$ cat src/ccp_pkg.sv
// constants and types for the capture/compare/pwm channel
package ccp_pkg;
  localparam logic [7:0] OFS_CONTROL = 8'h00;
  localparam logic [7:0] OFS_DUTY_LOW = 8'h04;
  localparam logic [7:0] OFS_DUTY_BUF = 8'h08;
  localparam logic [7:0] OFS_TSEL = 8'h0C;
  localparam logic [7:0] OFS_PERIOD = 8'h10;
  localparam logic [7:0] OFS_TCTRL = 8'h14;
  localparam logic [7:0] OFS_STATUS = 8'h18;
  localparam logic [7:0] RST_CONTROL = 8'h00;
  localparam logic [7:0] RST_PERIOD = 8'hFF;
  localparam int MODE_LSB = 0;
  localparam int FRAC_LSB = 4;
  localparam int TON_BIT = 2;
  localparam logic [3:0] MODE_OFF = 4'h0;
  localparam logic [3:0] MODE_TOGGLE = 4'h2;
  localparam logic [3:0] MODE_SET = 4'h8;
  localparam logic [3:0] MODE_CLEAR = 4'h9;
  localparam logic [3:0] MODE_SWINT = 4'hA;
  localparam logic [3:0] MODE_TRIG = 4'hB;
  localparam logic [1:0] PRE_DIV1 = 2'h0;
  localparam logic [1:0] PRE_DIV4 = 2'h1;
  typedef struct packed {
    logic [15:0] pair_a;
    logic [15:0] pair_b;
    logic step_a;
    logic step_b;
  } compare_timers_t;
endpackage : ccp_pkg

$ cat src/ccp_compare_pwm_unit.sv
// one capture/compare/pwm channel with apb registers
//
// Notes on behaviour
// - compare match flagged when timer steps off the equal value
// - pwm output offers up to ten bits of duty resolution
// - writing zero to control forces channel latch low only
// - eight-bit period register sets pwm period
// - step after timer equals period: clear timer, set pin if the new duty is nonzero, reload duty
// - timer postscaler never affects pwm period
// - duty is low register msbs plus control bits five and four
// - duty fields reach active buffer only at period end
// - duty buffer register read-only in pwm mode
// - duty double-buffered in buffer register plus hidden two bits
// - pin cleared when duty equals timer with two low bits
// - duty beyond period keeps pin high whole period
// - high time is duty times clock times prescale; here one quarter of that, as the timer steps every clock
// - prescaler divides by 1, 4 or 16
// - resolution equals log2 of clock over pwm rate
// - compare match sets flag and drives pin per mode
// - mode 1010 flags only, pin untouched
// - mode 1011 emits trigger resetting the compare timer pair
// - select bit picks timer pair one/two or three/four
//
// The implementer's own choices: the APB slave port and the address map.
`timescale 1ns/10ps
module ccp_compare_pwm_unit
  import ccp_pkg::*;
#(
  parameter int PRE_BITS = 4
)
(
  input wire logic CLK,
  input wire logic RESET,
  input wire logic PSEL,
  input wire logic PENABLE,
  input wire logic PWRITE,
  input wire logic [7:0] PADDR,
  input wire logic [31:0] PWDATA,
  output logic [31:0] PRDATA,
  output logic PREADY,
  output logic PSLVERR,
  input wire compare_timers_t TIMERS,
  input wire logic PORT_LATCH,
  input wire logic PORT_DIR_IN,
  output logic PIN_OUT,
  output logic PIN_OE,
  output logic MATCH_FLAG,
  output logic TRIGGER_A,
  output logic TRIGGER_B,
  output logic POSTSCALE_EVENT
);
  logic [7:0] control;
  logic [7:0] duty_low;
  logic [7:0] duty_buf;
  logic [1:0] frac_buf;
  logic tsel;
  logic [7:0] period;
  logic [6:0] tctrl;
  logic [7:0] timer;
  logic [PRE_BITS-1:0] pre_cnt;
  logic [3:0] post_cnt;
  logic chan_latch;
  logic flag;
  logic [15:0] cmp_prev;
  logic [15:0] cmp_pair;
  logic cmp_step;
  logic was_equal;
  logic wr;
  logic rd;
  logic pwm_mode;
  logic cmp_mode;
  logic tick;
  logic period_end;
  logic [1:0] fine;
  logic fine_step;
  logic [9:0] base_next;
  logic [9:0] duty_active;
  logic match_evt;
  logic flag_clr;

  function automatic logic hit(input logic [7:0] a);
    hit = (PADDR == a);
  endfunction : hit

  assign wr = PSEL && PENABLE && PWRITE;
  assign rd = PSEL && PENABLE && !PWRITE;
  assign PREADY = 1'b1;
  assign pwm_mode = (control[3:2] == 2'b11);
  assign cmp_mode = (control[3] && !pwm_mode) || control[3:0] == MODE_TOGGLE;

  // unmapped addresses answer with an error, registers stay intact
  assign PSLVERR = PSEL && PENABLE && !(hit(OFS_CONTROL) ||
    hit(OFS_DUTY_LOW) || hit(OFS_DUTY_BUF) || hit(OFS_TSEL) ||
    hit(OFS_PERIOD) || hit(OFS_TCTRL) || hit(OFS_STATUS));

  always_ff @(posedge CLK)
  begin
    if (RESET)
      control <= RST_CONTROL;
    else if (wr && hit(OFS_CONTROL))
      control <= {2'b00, PWDATA[5:0]};
  end

  always_ff @(posedge CLK)
  begin
    if (RESET)
    begin
      duty_low <= 8'h00;
      tsel <= 1'b0;
      period <= RST_PERIOD;
      tctrl <= 7'h00;
    end
    else if (wr)
    begin
      if (hit(OFS_DUTY_LOW))
        duty_low <= PWDATA[7:0];
      if (hit(OFS_TSEL))
        tsel <= PWDATA[0];
      if (hit(OFS_PERIOD))
        period <= PWDATA[7:0];
      if (hit(OFS_TCTRL))
        tctrl <= PWDATA[6:0];
    end
  end

  // period timer prescaler: 1, 4 or 16
  always_ff @(posedge CLK)
  begin
    if (RESET || !tctrl[TON_BIT])
      pre_cnt <= '0;
    else
      pre_cnt <= pre_cnt + 1'b1;
  end

  always_comb
  begin
    case (tctrl[1:0])
      PRE_DIV1: tick = tctrl[TON_BIT];
      PRE_DIV4: tick = tctrl[TON_BIT] && (pre_cnt[1:0] == 2'h3);
      default: tick = tctrl[TON_BIT] && (pre_cnt[3:0] == 4'hF);
    endcase
  end

  // fine bits from the prescaler, or fixed at 3 at divide 1
  always_comb
  begin
    case (tctrl[1:0])
      PRE_DIV1: fine = 2'h3;
      PRE_DIV4: fine = pre_cnt[1:0];
      default: fine = pre_cnt[3:2];
    endcase
  end

  // time base one fine step ahead
  // registered latch must fall as the base reaches the duty, not a step later
  // div-1 keeps fine bits at 3, so reaching or passing the duty counts
  assign fine_step = tctrl[TON_BIT] && (tctrl[1:0] == PRE_DIV1 ||
    tctrl[1:0] == PRE_DIV4 || pre_cnt[1:0] == 2'h3);
  assign base_next = (tctrl[1:0] == PRE_DIV1) ? {timer + 8'h01, 2'h3} :
    {timer, fine} + 10'h001;

  // timer clears on the step after equalling the period
  assign period_end = tick && (timer == period);

  always_ff @(posedge CLK)
  begin
    if (RESET)
      timer <= 8'h00;
    else if (period_end)
      timer <= 8'h00;
    else if (tick)
      timer <= timer + 8'h01;
  end

  // postscaler only gates a separate event, never the period
  always_ff @(posedge CLK)
  begin
    if (RESET || !tctrl[TON_BIT])
      post_cnt <= 4'h0;
    else if (period_end)
      post_cnt <= (post_cnt == tctrl[6:3]) ? 4'h0 : post_cnt + 4'h1;
  end
  assign POSTSCALE_EVENT = period_end && (post_cnt == tctrl[6:3]);

  // double buffer loads only at period end
  always_ff @(posedge CLK)
  begin
    if (RESET)
    begin
      duty_buf <= 8'h00;
      frac_buf <= 2'h0;
    end
    else if (pwm_mode && period_end)
    begin
      duty_buf <= duty_low;
      frac_buf <= control[FRAC_LSB+1:FRAC_LSB];
    end
    // buffer writable only outside pwm mode
    else if (!pwm_mode && wr && hit(OFS_DUTY_BUF))
      duty_buf <= PWDATA[7:0];
  end
  assign duty_active = {duty_buf, frac_buf};

  assign cmp_pair = tsel ? TIMERS.pair_b : TIMERS.pair_a;
  assign cmp_step = tsel ? TIMERS.step_b : TIMERS.step_a;

  // match fires as the timer leaves the equal value
  always_ff @(posedge CLK)
  begin
    if (RESET)
      was_equal <= 1'b0;
    else if (cmp_step)
      was_equal <= 1'b0;
    else
      was_equal <= (cmp_pair == {duty_buf, duty_low});
  end
  assign cmp_prev = {duty_buf, duty_low};
  assign match_evt = cmp_mode && cmp_step &&
    (was_equal || cmp_pair == cmp_prev);

  // special event trigger resets the assigned pair
  assign TRIGGER_A = match_evt && (control[3:0] == MODE_TRIG) && !tsel;
  assign TRIGGER_B = match_evt && (control[3:0] == MODE_TRIG) && tsel;

  always_ff @(posedge CLK)
  begin
    if (RESET)
      chan_latch <= 1'b0;
    else if (wr && hit(OFS_CONTROL) && PWDATA[7:0] == 8'h00)
      chan_latch <= 1'b0;
    else if (wr && hit(OFS_CONTROL) && PWDATA[3:0] == MODE_SET)
      chan_latch <= 1'b0;
    else if (wr && hit(OFS_CONTROL) && PWDATA[3:0] == MODE_CLEAR)
      chan_latch <= 1'b1;
    else if (pwm_mode)
    begin
      if (period_end)
        chan_latch <= ({duty_low, control[5:4]} != 10'h000);
      else if (fine_step && base_next >= duty_active)
        chan_latch <= 1'b0;
    end
    else if (match_evt)
    begin
      case (control[3:0])
        MODE_TOGGLE: chan_latch <= !chan_latch;
        MODE_SET: chan_latch <= 1'b1;
        MODE_CLEAR: chan_latch <= 1'b0;
        default: chan_latch <= chan_latch;
      endcase
    end
  end

  // flag: set wins over a software clear in the same cycle
  assign flag_clr = wr && hit(OFS_STATUS) && PWDATA[0];
  always_ff @(posedge CLK)
  begin
    if (RESET)
      flag <= 1'b0;
    else if (match_evt)
      flag <= 1'b1;
    else if (flag_clr)
      flag <= 1'b0;
  end
  assign MATCH_FLAG = flag;

  // pin follows port latch unless an output mode drives it
  always_comb
  begin
    if (pwm_mode || (cmp_mode && control[3:0] != MODE_SWINT &&
        control[3:0] != MODE_TRIG) || control[3:0] == MODE_TOGGLE)
      PIN_OUT = chan_latch;
    else
      PIN_OUT = PORT_LATCH;
    PIN_OE = !PORT_DIR_IN;
  end

  always_ff @(posedge CLK)
  begin
    if (RESET)
      PRDATA <= 32'h0000_0000;
    else if (PSEL && !PENABLE && !PWRITE)
    begin
      case (PADDR)
        OFS_CONTROL: PRDATA <= {24'h0, control};
        OFS_DUTY_LOW: PRDATA <= {24'h0, duty_low};
        OFS_DUTY_BUF: PRDATA <= {24'h0, duty_buf};
        OFS_TSEL: PRDATA <= {31'h0, tsel};
        OFS_PERIOD: PRDATA <= {24'h0, period};
        OFS_TCTRL: PRDATA <= {25'h0, tctrl};
        OFS_STATUS: PRDATA <= {22'h0, timer, chan_latch, flag};
        default: PRDATA <= 32'h0000_0000;
      endcase
    end
  end
endmodule : ccp_compare_pwm_unit

$ cat config.mk
export PLATFORM = sky130hd
export DESIGN_NAME = ccp_compare_pwm_unit
export DESIGN_NICKNAME = d
export VERILOG_FILES = /design/src/ccp_pkg.sv /design/src/ccp_compare_pwm_unit.sv
export SDC_FILE = /design/constraint.sdc
export NUM_CORES = 1
export LEC_CHECK = 0
export BUFFER_PORTS_ARGS = -buffer_cell sky130_fd_sc_hd__buf_2
export CAP_MARGIN = 20
export CORE_MARGIN = 2
export CORE_UTILIZATION = 46
export DETAILED_ROUTE_END_ITERATION = 7
export GPL_TIMING_DRIVEN = 0
export PLACE_DENSITY_LB_ADDON = 0.2
export SYNTH_ARGS = -nofsm -noshare
export SYNTH_HDL_FRONTEND = slang
export SYNTH_SLANG_ARGS = --single-unit
export TNS_END_PERCENT = 5
$ cat constraint.sdc
create_clock -name CLK -period 3.9 [get_ports CLK]
set_clock_uncertainty 0.1 [all_clocks]
set_input_delay 0.78 -clock CLK [delete_from_list [all_inputs] [get_ports CLK]]
set_output_delay 0.78 -clock CLK [all_outputs]
set_load 0.03 [all_outputs]
==> run summary <==
CP Depth = 8
RePlAce Congestion = 0.965
nets = 734
r2r setup slk = 0.53 ns
CTS sink cnt = 69
post_cts resized = 0
Slowest-stage cell, CP = dfxtp_1
Buf+Inv Stages, Crit Path = 2
port buffer count = 70
Hold Buf Count CTS = 0
vias in the first global route = 3876
worst reg2reg path startpoint = tctrl[1]
worst-margin pin slew = 0.674 ns
final hold violation count = 0
Synth Register Bits = 69
Clock Pin Slew Worst Setup and Hold Paths = 0.08 ns
worst skew pair latency = 0.35 ns
fraction of layout cells with a size suffix above 1 = 0.207
Area growth, synth to finish = 17.7%
worst path required time = 3.02 ns
Overflow after GRT = 0
Crit Path Max Fanout = 10
Avg Vias per Cell = 5.38
initial antenna violation count = 0
worst path cell trace = buf_2 -> mux2i_1 -> xnor2_1 -> nor4_1 -> nand4_1 -> a21o_1 -> nor3_1 -> buf_2
starting density of the core = 0.475
H-Tree Depth = 3
total CTS buffers = 9
first-pass GRT wire length = 19300 microns
Slew HR = 0.551
Tmin final = 3.45 ns
Min-Delay Path Class = flop to flop
total setup buffers inserted after CTS = 0
capture point of the worst reg-to-reg path = chan_latch
critical path class = flop to output pin
Synth Flop Type = dfxtp_1
sequential-to-total area share from yosys stat = 0.313
DRC viols = 0
filler cell count = 913
Root Buffer = clkbuf_8
CTS tree = built
setup violators final = 0
DR pass1 iterations = 6
CP Launch Type = flop
period utilisation layout = 0.884
gr usage total = 0.243
wire per inst = 16.1 microns
number of synthesized flops with an enable pin = 0
post-DP HPWL = 9510 microns
Max rail drop VDD = 0.178 mV
Crit. End Element = output pin
FF+latch area = 0.00138 sq mm
Vias = 4159
Netlist Area Pre-Place = 0.00441 sq mm
die footprint = 0.0104 sq mm
max-cap violation count = 0
maximum clock path buffer count = 2
Syn Inst Count = 537
Post-Place Setup Slack = 0.608 ns
total core area = 0.00928 sq mm
outcome = completed
Syn Area/Cell = 8.22 sq um
Die X = 102 microns
RSZ-0062 raised after global routing = false
Slew Limit Fails = 0
Multi-input gate area = 0.00269 sq mm
yosys warns = 0
DRT iter0 DRCs = 346
Max Fclk = 290 MHz
PwrDens = 276 mW/mm^2
P_leak = 2.09 nW
die height = 102 microns
Critical Path Max Stage Delay = 0.38 ns
share of flip-flops with an asynchronous set or reset = 0
post-route ant nets = 0
CP Data Arrival Time = 2.57 ns
CP top delay family = simple AND/OR/NAND/NOR gates
n_diodes = 0
R2R cell count = 15
CP Launch Point = tsel
row count = 35
TNS Setup = 0 ns
largest net degree at the start of global routing = 13
Netlist cell types = 50
final worst slack = 0.453 ns
final WL = 12400 microns
CP dominant cell by count = buf_2
Ports = 121
crit path to = TRIGGER_B
## routing by layer
| metal | vias to the layer above | wire length (microns) | GRT usage |
|---|---|---|---|
| li1 | 2039 | - | - |
| met1 | 1903 | 5460 | 0.323 |
| met2 | 180 | 5550 | 0.389 |
| met3 | 37 | 981 | 0.0438 |
| met4 | 0 | 422 | 0.105 |
| met5 | - | 0 | 0 |
## layout make-up
type	count	area share
repair buffers	70	0.0674
flip-flops and latches	69	0.266
clock inverters	6	0.0123
multi-input cells	409	0.517
inverters	26	0.0188
plain buffers	54	0.0629
well taps	129	0.0311
clock buffers	10	0.0246
## worst min-delay path, cell delays in order (launching register included)
cell and delay, ns:
dfxtp_1 0.32, nand2_1 0.06, a21oi_1 0.05
## synth_stat cells, types with 2 or more instances
cell type / instances / share of area
a21o_1: 4 / 0.0068
inv_1: 26 / 0.022
nand3_1: 14 / 0.016
a211oi_1: 2 / 0.0034
a221o_1: 5 / 0.011
or2_2: 3 / 0.0043
mux2i_1: 41 / 0.093
a22oi_1: 23 / 0.039
buf_2: 7 / 0.0079
xor2_1: 16 / 0.032
a32oi_1: 3 / 0.0060
nor2b_1: 6 / 0.0085
a211o_1: 8 / 0.016
conb_1: 2 / 0.0017
mux2_2: 3 / 0.0077
or3_1: 2 / 0.0028
ha_1: 14 / 0.040
nand2b_1: 7 / 0.0099
nor3_1: 9 / 0.010
clkbuf_1: 18 / 0.015
nor4_1: 10 / 0.014
xnor2_1: 31 / 0.062
dfxtp_1: 69 / 0.31
and3_1: 9 / 0.013
o21ai_0: 11 / 0.012
nand4_1: 6 / 0.0085
buf_6: 3 / 0.0077
nor2_1: 81 / 0.069
o22ai_1: 6 / 0.0085
o41ai_1: 2 / 0.0040
buf_4: 24 / 0.041
o2111ai_1: 2 / 0.0040
nand2_1: 26 / 0.022
clkbuf_2: 2 / 0.0023
a21oi_1: 27 / 0.031
## per-stage QoR
step	cells	utilization	instance area (sq um)	hold slack, ns	power, mW
2_1_floorplan	558	-	4490	0.330	0.820
3_3_place_gp	757	0.539	5000	0.348	0.870
3_5_place_dp	757	0.539	5000	0.361	0.873
4_1_cts	773	0.560	5190	0.373	1.44
5_1_grt	773	0.560	5190	0.416	1.49
6_report	773	0.560	5190	0.374	1.43
## cell families after synthesis
family / after synthesis / share of synthesized area
AOI/OAI and AO/OA: 98 / 0.151
xor gates and xnor gates: 47 / 0.0933
adders and majority gates: 14 / 0.0397
buffers and inverters: 80 / 0.0961
DFF: 69 / 0.313
muxes: 44 / 0.101
other: 2 / 0.00170
and+or+nand+nor: 183 / 0.204
## state kept, by name (all words and copies together) (netlist names), 4 cells and up
register / count
duty_low: 8
period: 8
control: 6
PRDATA: 10
tctrl: 7
timer: 8
duty_buf: 8
post_cnt: 4
pre_cnt: 4
## power breakdown
group,switching (mW),total [mW],leakage [nW],internal [mW]
Combinational,0.0955,0.154,1.44,0.0582
Clock,0.281,0.576,0.0923,0.294
Sequential,0.000281,0.704,0.556,0.704
## layout by cell type (no fill, tap or decap), drive strengths merged, types with 2 or more instances in the layout
| cell type | count |
|---|---|
| o21ai | 12 |
| or3 | 2 |
| clkinvlp | 2 |
| inv | 26 |
| clkinv | 3 |
| a32oi | 3 |
| conb | 23 |
| ha | 14 |
| clkbuf | 30 |
| buf | 104 |
| a21o | 4 |
| a221o | 5 |
| o2111ai | 2 |
| nor2 | 82 |
| nand3 | 14 |
| xor2 | 16 |
| nand2b | 7 |
| nor3 | 10 |
| xnor2 | 31 |
| nand4 | 6 |
| and3 | 9 |
| a22oi | 23 |
| nand2 | 27 |
| mux2i | 41 |
| mux2 | 3 |
| a21oi | 27 |
| a211o | 8 |
| o41ai | 2 |
| nor4 | 12 |
| or2 | 3 |
| a211oi | 2 |
| nor4b | 2 |
| dfxtp | 69 |
| o22ai | 6 |
| nor2b | 6 |
## how the worst min path moves through the flow
stage / start / end / cells past startpoint
after floorplan: pre_cnt[0] / pre_cnt[0] / 1
after global placement: pre_cnt[0] / pre_cnt[0] / 1
after detailed placement: pre_cnt[0] / pre_cnt[0] / 1
after CTS: PRDATA[0] / PRDATA[0] / 2
after global routing: PRDATA[0] / PRDATA[0] / 2
final: PRDATA[0] / PRDATA[0] / 2
No activity file was read; power rests on OpenSTA's default activity.
